<file path="src/hdl/cal_pkg.sv">
package cal_pkg;
  // Register addresses
  localparam logic [2:0] ADDR_MODE = 3'h0;
  localparam logic [2:0] ADDR_STAT = 3'h1;
  localparam logic [2:0] ADDR_DATA = 3'h2;
  localparam logic [2:0] ADDR_OFFS = 3'h3;
  localparam logic [2:0] ADDR_FSCL = 3'h4;
  localparam int AW = 3;
  localparam int DW = 24;
  // Mode register fields
  localparam int MODE_HI = 23;
  localparam int MODE_LO = 21;
  localparam int BIT_THIRD_ORD = 20;
  localparam int BIT_CHOP = 19;
  localparam int BIT_CLKDIV = 18;
  localparam int BIT_HIGAIN = 17;
  localparam int RATE_HI = 9;
  // Status register fields
  localparam int BIT_NRDY = 7;
  localparam int BIT_BUSY = 6;
  // Operating modes
  typedef enum logic [2:0] {
    MD_CONT = 3'b000,
    MD_SINGLE = 3'b001,
    MD_IDLE = 3'b010,
    MD_PDOWN = 3'b011,
    MD_INT_ZERO = 3'b100,
    MD_INT_FULL = 3'b101,
    MD_SYS_ZERO = 3'b110,
    MD_SYS_FULL = 3'b111
  } op_mode_t;
  // Reference routing
  localparam logic [1:0] REF_PINS = 2'h0;
  localparam logic [1:0] REF_ZERO = 2'h1;
  localparam logic [1:0] REF_FULL = 2'h2;
  // Reset values
  localparam logic [23:0] MODE_RST = 24'h00_0060;
  localparam logic [23:0] OFFS_RST = 24'h80_0000;
  localparam logic [23:0] FSCL_RST = 24'h80_0000;
  localparam logic [23:0] MID_CODE = 24'h80_0000;
  // Timing: one output period is this many clocks per filter-rate step
  localparam int CLK_PER_STEP = 1024;
  localparam int GAIN_SHIFT = 23;
  localparam int SETTLE4 = 4;
  localparam int SETTLE3 = 3;
  localparam int CHOP_ZERO = 2;
  localparam int RATE_ALIGN = 16;
endpackage : cal_pkg

</file>
<file path="src/hdl/cal_if.sv">
`timescale 1ns/100ps
`default_nettype none
interface cal_if;
  import cal_pkg::*;
  logic wr;
  logic rd;
  logic [AW-1:0] addr;
  logic [DW-1:0] wdata;
  logic [DW-1:0] rdata;
  logic rvalid;
  logic cs_n;
  logic rdy_n_o;
  logic rdy_n_oe;
  logic rdy_n;
  // Pin level: pulled high when the device does not drive
  assign rdy_n = rdy_n_oe ? rdy_n_o : 1'b1;
  modport dev (
    input wr, rd, addr, wdata, cs_n,
    output rdata, rvalid, rdy_n_o, rdy_n_oe
  );
  modport hst (
    output wr, rd, addr, wdata, cs_n,
    input rdata, rvalid, rdy_n
  );
endinterface : cal_if
`default_nettype wire

</file>
<file path="src/hdl/cal_device.sv">
// Behaviour
// - Four calibration modes in mode field
// - Writing calibration code starts calibration anytime
// - Result: subtract offset, then multiply gain
// - Calibration start raises not-ready and pin
// - Completion updates coefficient, clears not-ready, idles
// - Internal uses own reference; system uses pins
// - Host runs zero-scale before full-scale
// - Chop off zero-scale: four or three periods
// - Chop on: internal two, system settle
// - Internal full: settle, doubled above unity gain
// - System full-scale takes settle periods: four or three
// - Internal full only when rate word/16
// - Clock-divide bit doubles calibration time
// - Coefficients readable anytime, written when idle
// - Coefficients are 24-bit read/write registers
// - Host flags full-scale recalibration after gain change
// - Output period is 1024 times rate word
`timescale 1ns/100ps
`default_nettype none
module cal_device (
  // Clock and reset
  input wire logic clk,
  input wire logic rst_n,
  // Register link
  cal_if.dev bus,
  // Converter side
  input wire logic [cal_pkg::DW-1:0] raw_data,
  output logic [1:0] ref_sel,
  output logic cal_busy
);
  import cal_pkg::*;

  op_mode_t mode_r;
  logic third_r, chop_r, clkdiv_r, higain_r;
  logic [RATE_HI:0] rate_r;
  logic nrdy_r, busy_r;
  logic [DW-1:0] data_r, offs_r, fscl_r;
  logic [19:0] per_cnt_r;
  logic [4:0] cal_len_r, cal_cnt_r;
  logic [DW-1:0] rdata_r;
  logic rvalid_r;
  logic tick;
  logic wr_mode, is_cal_wr, cal_done;
  op_mode_t wmode;
  logic [19:0] per_len;
  logic [4:0] settle, len_nxt;
  logic signed [DW:0] diff;
  logic signed [49:0] prod;
  logic [DW-1:0] scaled;
  logic coef_wr_ok;

  assign wmode = op_mode_t'(bus.wdata[MODE_HI:MODE_LO]);
  assign wr_mode = bus.wr && bus.addr == ADDR_MODE;
  assign is_cal_wr = wr_mode && wmode[2];
  assign coef_wr_ok = mode_r == MD_IDLE || mode_r == MD_PDOWN;

  // Output period counter
  assign per_len = 20'(rate_r) * 20'(CLK_PER_STEP);
  assign tick = per_cnt_r >= per_len - 20'd1;
  always_ff @(posedge clk or negedge rst_n) begin
    if (!rst_n) begin
      per_cnt_r <= '0;
    end else if (wr_mode || tick) begin
      per_cnt_r <= '0;
    end else begin
      per_cnt_r <= per_cnt_r + 20'd1;
    end
  end

  // Calibration length from written settings
  always_comb begin
    settle = bus.wdata[BIT_THIRD_ORD] ? 5'(SETTLE3) : 5'(SETTLE4);
    case (wmode)
      MD_INT_ZERO: begin
        len_nxt = bus.wdata[BIT_CHOP] ? 5'(CHOP_ZERO) : settle;
      end
      MD_SYS_ZERO: begin
        len_nxt = settle;
      end
      MD_INT_FULL: begin
        len_nxt = bus.wdata[BIT_HIGAIN] ? 5'(settle << 1) : settle;
      end
      MD_SYS_FULL: begin
        len_nxt = settle;
      end
      default: begin
        len_nxt = settle;
      end
    endcase
    if (bus.wdata[BIT_CLKDIV]) begin
      len_nxt = 5'(len_nxt << 1);
    end
  end

  assign cal_done = busy_r && tick && (cal_cnt_r + 5'd1 >= cal_len_r);

  // Mode register
  always_ff @(posedge clk or negedge rst_n) begin
    if (!rst_n) begin
      mode_r <= op_mode_t'(MODE_RST[MODE_HI:MODE_LO]);
      third_r <= MODE_RST[BIT_THIRD_ORD];
      chop_r <= MODE_RST[BIT_CHOP];
      clkdiv_r <= MODE_RST[BIT_CLKDIV];
      higain_r <= MODE_RST[BIT_HIGAIN];
      rate_r <= MODE_RST[RATE_HI:0];
    end else if (wr_mode) begin
      mode_r <= wmode;
      third_r <= bus.wdata[BIT_THIRD_ORD];
      chop_r <= bus.wdata[BIT_CHOP];
      clkdiv_r <= bus.wdata[BIT_CLKDIV];
      higain_r <= bus.wdata[BIT_HIGAIN];
      rate_r <= bus.wdata[RATE_HI:0];
    end else if (cal_done || (mode_r == MD_SINGLE && tick)) begin
      mode_r <= MD_IDLE;
    end
  end

  // Calibration sequencing
  always_ff @(posedge clk or negedge rst_n) begin
    if (!rst_n) begin
      busy_r <= 1'b0;
      cal_cnt_r <= '0;
      cal_len_r <= '0;
    end else if (wr_mode) begin
      busy_r <= is_cal_wr;
      cal_cnt_r <= '0;
      cal_len_r <= len_nxt;
    end else if (cal_done) begin
      busy_r <= 1'b0;
    end else if (busy_r && tick) begin
      cal_cnt_r <= cal_cnt_r + 5'd1;
    end
  end

  // Not-ready flag: start wins over completion
  always_ff @(posedge clk or negedge rst_n) begin
    if (!rst_n) begin
      nrdy_r <= 1'b1;
    end else if (is_cal_wr) begin
      nrdy_r <= 1'b1;
    end else if (cal_done) begin
      nrdy_r <= 1'b0;
    end else if (!busy_r && tick && (mode_r == MD_CONT || mode_r == MD_SINGLE)) begin
      nrdy_r <= 1'b0;
    end else if (bus.rd && bus.addr == ADDR_DATA) begin
      nrdy_r <= 1'b1;
    end
  end

  // Result scaling
  assign diff = $signed({1'b0, raw_data}) - $signed({1'b0, offs_r});
  assign prod = 50'(diff) * $signed({26'd0, fscl_r});
  assign scaled = 24'(prod >>> GAIN_SHIFT) + MID_CODE;

  always_ff @(posedge clk or negedge rst_n) begin
    if (!rst_n) begin
      data_r <= '0;
    end else if (!busy_r && tick && (mode_r == MD_CONT || mode_r == MD_SINGLE)) begin
      data_r <= scaled;
    end
  end

  // Coefficient registers
  always_ff @(posedge clk or negedge rst_n) begin
    if (!rst_n) begin
      offs_r <= OFFS_RST;
    end else if (cal_done && (mode_r == MD_INT_ZERO || mode_r == MD_SYS_ZERO)) begin
      offs_r <= raw_data;
    end else if (bus.wr && bus.addr == ADDR_OFFS && coef_wr_ok) begin
      offs_r <= bus.wdata;
    end
  end

  always_ff @(posedge clk or negedge rst_n) begin
    if (!rst_n) begin
      fscl_r <= FSCL_RST;
    end else if (cal_done && (mode_r == MD_INT_FULL || mode_r == MD_SYS_FULL)) begin
      fscl_r <= raw_data;
    end else if (bus.wr && bus.addr == ADDR_FSCL && coef_wr_ok) begin
      fscl_r <= bus.wdata;
    end
  end

  // Register read, answered one cycle later
  always_ff @(posedge clk or negedge rst_n) begin
    if (!rst_n) begin
      rdata_r <= '0;
      rvalid_r <= 1'b0;
    end else begin
      rvalid_r <= bus.rd;
      if (bus.rd) begin
        case (bus.addr)
          ADDR_MODE: begin
            rdata_r <= {mode_r, third_r, chop_r, clkdiv_r, higain_r, 7'd0, rate_r};
          end
          ADDR_STAT: begin
            rdata_r <= {16'd0, nrdy_r, busy_r, 6'd0};
          end
          ADDR_DATA: begin
            rdata_r <= data_r;
          end
          ADDR_OFFS: begin
            rdata_r <= offs_r;
          end
          ADDR_FSCL: begin
            rdata_r <= fscl_r;
          end
          default: begin
            rdata_r <= '0;
          end
        endcase
      end
    end
  end

  // Reference routing
  always_ff @(posedge clk or negedge rst_n) begin
    if (!rst_n) begin
      ref_sel <= REF_PINS;
    end else if (busy_r && mode_r == MD_INT_ZERO) begin
      ref_sel <= REF_ZERO;
    end else if (busy_r && mode_r == MD_INT_FULL) begin
      ref_sel <= REF_FULL;
    end else begin
      ref_sel <= REF_PINS;
    end
  end

  assign bus.rdata = rdata_r;
  assign bus.rvalid = rvalid_r;
  assign bus.rdy_n_o = nrdy_r;
  assign bus.rdy_n_oe = !bus.cs_n;
  assign cal_busy = busy_r;
endmodule : cal_device
`default_nettype wire

</file>
<file path="src/flat_wrapper.sv">
// flat-port wrapper written by rule: the top's interface ports become plain ports
module cal_device_flat import cal_pkg::*;
  (clk, rst_n, raw_data, ref_sel, cal_busy, bus_wr, bus_rd, bus_addr, bus_wdata, bus_cs_n, bus_rdata, bus_rvalid, bus_rdy_n_o, bus_rdy_n_oe);
  cal_if bus_i ();
  input wire logic clk;
  input wire logic rst_n;
  input wire logic [cal_pkg::DW-1:0] raw_data;
  output logic [1:0] ref_sel;
  output logic cal_busy;
  input wire logic [$bits(bus_i.wr)-1:0] bus_wr;
  input wire logic [$bits(bus_i.rd)-1:0] bus_rd;
  input wire logic [$bits(bus_i.addr)-1:0] bus_addr;
  input wire logic [$bits(bus_i.wdata)-1:0] bus_wdata;
  input wire logic [$bits(bus_i.cs_n)-1:0] bus_cs_n;
  output wire logic [$bits(bus_i.rdata)-1:0] bus_rdata;
  output wire logic [$bits(bus_i.rvalid)-1:0] bus_rvalid;
  output wire logic [$bits(bus_i.rdy_n_o)-1:0] bus_rdy_n_o;
  output wire logic [$bits(bus_i.rdy_n_oe)-1:0] bus_rdy_n_oe;
  assign bus_i.wr = bus_wr;
  assign bus_i.rd = bus_rd;
  assign bus_i.addr = bus_addr;
  assign bus_i.wdata = bus_wdata;
  assign bus_i.cs_n = bus_cs_n;
  assign bus_rdata = bus_i.rdata;
  assign bus_rvalid = bus_i.rvalid;
  assign bus_rdy_n_o = bus_i.rdy_n_o;
  assign bus_rdy_n_oe = bus_i.rdy_n_oe;
  cal_device u_core (.clk(clk), .rst_n(rst_n), .bus(bus_i), .raw_data(raw_data), .ref_sel(ref_sel), .cal_busy(cal_busy));
endmodule
</file>
<file path="config.mk">
export PLATFORM = sky130hd
export DESIGN_NAME = cal_device_flat
export DESIGN_NICKNAME = d
export VERILOG_FILES = /design/src/hdl/cal_pkg.sv /design/src/hdl/cal_if.sv /design/src/hdl/cal_device.sv /design/src/flat_wrapper.sv
export SDC_FILE = /design/constraint.sdc
export NUM_CORES = 2
export LEC_CHECK = 0
export ABC_AREA = 1
export BUFFER_PORTS_ARGS = -buffer_cell sky130_fd_sc_hd__buf_2
export CAP_MARGIN = 40
export CELL_PAD_IN_SITES_DETAIL_PLACEMENT = 2
export CELL_PAD_IN_SITES_GLOBAL_PLACEMENT = 2
export CORE_AREA = 2 2 339 257
export DETAILED_ROUTE_END_ITERATION = 10
export DIE_AREA = 0 0 341 259
export PLACE_DENSITY_LB_ADDON = 0.1
export SETUP_SLACK_MARGIN = 0.2
export SLEW_MARGIN = 10
export SYNTH_ARGS = -nofsm -noshare
export SYNTH_HDL_FRONTEND = slang
export SYNTH_SLANG_ARGS = --single-unit
</file>
<file path="constraint.sdc">
create_clock -name clk -period 8 [get_ports clk]
set_clock_uncertainty 0.1 [all_clocks]
set_input_delay 1.6 -clock clk [delete_from_list [all_inputs] [get_ports clk]]
set_output_delay 1.6 -clock clk [all_outputs]
set_load 0.01 [all_outputs]
</file>
==> insert_results.sql <==
INSERT INTO impl_metrics (metric_group, metric, value, unit) VALUES
('setup_path', 'critical_path.endpoint_type', 'flop', ''),
('cells_and_area', 'layout-drive-gt1-share', '27.7', '%'),
('placement', 'dp.final_hpwl', '124000', 'microns'),
('clock_network', 'clkSlewWorstSetupHoldPaths', '0.09', 'ns'),
('sta', 'postLayoutSetupSlackWorst', '-1.16', 'ns'),
('die', 'placeableCoreArea', '85100', 'sq um'),
('synthesis', 'synthesis.area_per_instance', '8.09', 'sq um'),
('sta', 'final-max-slew-violation-count', '0', ''),
('global_route', 'grt_antenna_before_repair', '7', ''),
('routing', 'detailedRoute.firstPassIterationCount', '5', ''),
('clock_network', 'cts_tree', 'yes', ''),
('sta', 'timing_worst_slew_pin_value', '0.956', 'ns'),
('synthesis', 'synth_top_flop_cell', 'dfrtp_1', ''),
('die', 'floorplan.die.width', '341', 'microns'),
('synthesis', 'synth.yosys.seq_area_share', '12.2', '%'),
('routing', 'detailedRoute.firstIterationViolations', '2259', ''),
('setup_path', 'critical_register_to_register_path_startpoint', 'u_core.offs_r[0]', ''),
('placement', 'place_congestion', '0.973', ''),
('hold_path', 'startpoint_of_the_tightest_hold_check_path', 'u_core.per_cnt_r[0]', ''),
('sta', 'clock.fmax', '109', 'MHz'),
('setup_path', 'critical-path-slowest-cell', 'fa_2', ''),
('hold_path', 'hp-class', 'flop to flop', ''),
('routing', 'routedWlPerCell', '27.6', 'microns'),
('synthesis', 'yosys-top-cells-count', 'inv_1, nand2_1, fa_1, nor2_1, nand3_1', ''),
('setup_path', 'r2r.worst_path.cells', '34', ''),
('hold_path', 'worst_hold_path.num_cells', '1', ''),
('synthesis', 'synth_top_cell_area_share', '40.1', '%'),
('cells_and_area', 'final_net_count', '5121', ''),
('synthesis', 'synthCells', '3748', ''),
('placement', 'place.port_buffers', '85', ''),
('synthesis', 'yosys_register_bits', '148', ''),
('die', 'io_pins', '86', ''),
('run_status', 'failed_checks', 'setup timing', ''),
('synthesis', 'synthMostInstantiatedCell', 'inv_1', ''),
('clock_network', 'cts_inserted_buffers', '17', ''),
('clock_network', 'root_buffer', 'clkbuf_16', ''),
('cells_and_area', 'areaGrowthSynthToFinish', '29.4', '%'),
('synthesis', 'syn-cell-area', '30300', 'sq um'),
('sta', 'whs', '0.373', 'ns'),
('routing', 'remaining_drc_errors', '0', ''),
('clock_network', 'cts.path.max_buffers', '2', ''),
('synthesis', 'synth.top_cells.by_area', 'fa_1, dfrtp_1, inv_1', ''),
('routing', 'detailroute.via_count', '28700', ''),
('die', 'fp-row-count', '93', ''),
('routing', 'routed_via_density', '5.27', ''),
('run_status', 'run_status', 'finished with violations', ''),
('die', 'floorplan.initialDensity', '35.6', '%'),
('setup_path', 'setup.reg_to_reg.worst_slack', '-0.39', 'ns'),
('global_route', 'grt_max_degree', '59', ''),
('routing', 'routed_wirelength', '150000', 'microns'),
('clock_network', 'numClockSinks', '148', ''),
('setup_path', 'timing.rr.end', 'u_core.data_r[13]', ''),
('sta', 'hold_viol_final', '0', ''),
('setup_path', 'critical-path-top-cell-by-count', 'fa_2', ''),
('clock_network', 'hold_bufs_at_cts', '0', ''),
('synthesis', 'yosys_warnings', '0', ''),
('global_route', 'grt_pass1_wl', '221000', 'microns'),
('sta', 'fin_crit_sh', '114', '%'),
('sta', 'slew-limit-headroom', '36.2', '%'),
('clock_network', 'cts.htree.levels', '4', ''),
('die', 'die-height', '259', 'microns'),
('synthesis', 'yosysUniqueCellTypes', '57', ''),
('global_route', 'gr-usage-all-layers', '34.0', '%'),
('setup_path', 'cp_data_required_time', '8.26', 'ns'),
('global_route', 'globalRouteOverflowTotal', '0', ''),
('sta', 'rsz0062_at_grt', 'true', ''),
('flow_run', 'maxcap_viol_count', '0', ''),
('setup_path', 'crit_type', 'input pin to flop', ''),
('setup_path', 'arrival', '9.42', 'ns'),
('synthesis', 'synthArstFlopShare', '100', '%'),
('routing', 'antenna_violating_nets_post_route', '0', ''),
('setup_path', 'cp_slowest_stage_delay', '0.63', 'ns'),
('setup_path', 'startpoint_type', 'input pin', ''),
('sta', 'final_period_minus_worst_setup_slack', '9.16', 'ns'),
('setup_path', 'critical_path_peak_fanout', '4', ''),
('die', 'floorplan.die_area', '88300', 'sq um'),
('synthesis', 'synthDominantAreaCellType', 'fa_1', ''),
('clock_network', 'clk_latency', '0.49', 'ns'),
('synthesis', 'synth_edf_count', '0', ''),
('synthesis', 'mappedNetlistNets', '4587', ''),
('hold_path', 'holdPathEnd', 'u_core.per_cnt_r[0]', ''),
('sta', 'setup-violations-final', '24', ''),
('global_route', 'grt_pass1_vias', '32900', '');
per-layer routing:
metal / routed length, microns / track usage [%] / vias to the layer above
met4: 4800 / 8.28 / 2
met3: 12200 / 8.14 / 212
li1: - / - / 12200
met1: 67400 / 49.1 / 15300
met2: 65700 / 51.4 / 874
met5: 9 / 0 / -
layout by cell type, fill, tap and decap left out, types with 25 or more instances in the layout:
cell type	count
nand4_1	58
nor2_1	392
inv_1	828
inv_2	58
nor2_4	31
buf_6	27
dfrtp_1	143
buf_4	506
or2_2	27
nand2_1	548
buf_12	25
ha_1	142
fa_2	56
fa_1	551
o21ai_0	95
nand3_1	146
ha_4	32
nand3_2	28
a21oi_2	25
a21oi_1	47
buf_2	83
nand2_2	48
nor2_2	49
critical path, delay by kind of cell:
| kind | cells | cell delay (ns) |
|---|---|---|
| AOI/OAI and AO/OA | 10 | 1.56 |
| buffers and inverters | 10 | 0.82 |
| and+or+nand+nor | 5 | 0.47 |
| xor gates and xnor gates | 1 | 0.27 |
| adders and majority gates | 10 | 4.67 |
final cells by class:
cell class / instances / area [sq um]
Tap cell: 1140 / 1430
Sequential cell: 148 / 3710
Clock inverter: 15 / 174
Antenna cell: 1 / 2.50
Fill cell: 9374 / 45800
Multi-Input combinational cell: 2560 / 24800
Inverter: 904 / 3440
Clock buffer: 17 / 425
Timing Repair Buffer: 651 / 5230
kinds of logic (layout without fill, tap and decap cells):
kind of cell             Yosys count  after routing  synth area share (%)
XOR/XNOR                          45             45                  1.44
multiplexers                       7              7                 0.260
adder cells (fa/ha/maj)          783            783                  47.4
AND/OR/NAND/NOR                 1422           1423                  19.7
AO/OA/AOI/OAI                    302            302                  5.90
flip-flops                       148            148                  12.2
buffers and inverters           1041           1587                  13.1
other                              0              1                     0
through the flow:
step                worst slack, ns  utilization, %  cells  area [sq um]  TNS (ns)
floorplan                    -0.688               -   3748         30800    -13.14
global placement              -2.12            42.3   5332         36000    -43.15
detailed placement            -2.35            42.5   5338         36100    -48.20
CTS                          -0.950            44.9   5407         38200    -19.50
global route                  -1.33            46.1   5435         39200    -28.66
finish                        -1.16            46.1   5436         39200    -24.99
flip-flops by register name, summed over array words and instances (netlist names), 2 cells and up:
register	flops
u_core.offs_r	24
u_core.bus.rdata	24
u_core.mode_r	3
u_core.cal_len_r	5
u_core.per_cnt_r	20
u_core.cal_cnt_r	5
u_core.data_r	24
u_core.fscl_r	24
u_core.ref_sel	2
u_core.rate_r	10
how the worst max path moves through the flow:
stage           startpoint           endpoint  slack (ns)  cells past startpoint
5_1_grt        raw_data[0]  u_core.data_r[23]       -1.33                     44
3_3_place_gp   raw_data[0]  u_core.data_r[13]       -2.12                     37
4_1_cts        raw_data[0]  u_core.data_r[16]       -0.95                     40
6_report       raw_data[0]  u_core.data_r[13]       -1.16                     36
3_5_place_dp   raw_data[2]  u_core.data_r[13]       -2.35                     33
2_1_floorplan  raw_data[0]   u_core.data_r[9]       -0.69                     39
timing repair:
action / 4_1_cts / 5_1_grt
resized for setup: 286 / 223
hold endpoints to repair: 0 / 0
pin swaps: 100 / 100
setup buffers: 37 / 27
cloned: 0 / 1
setup endpoints to repair: 24 / 24
Power is not shown: default switching activity piles up to over one toggle a cycle in this logic, so the estimate is an artifact.
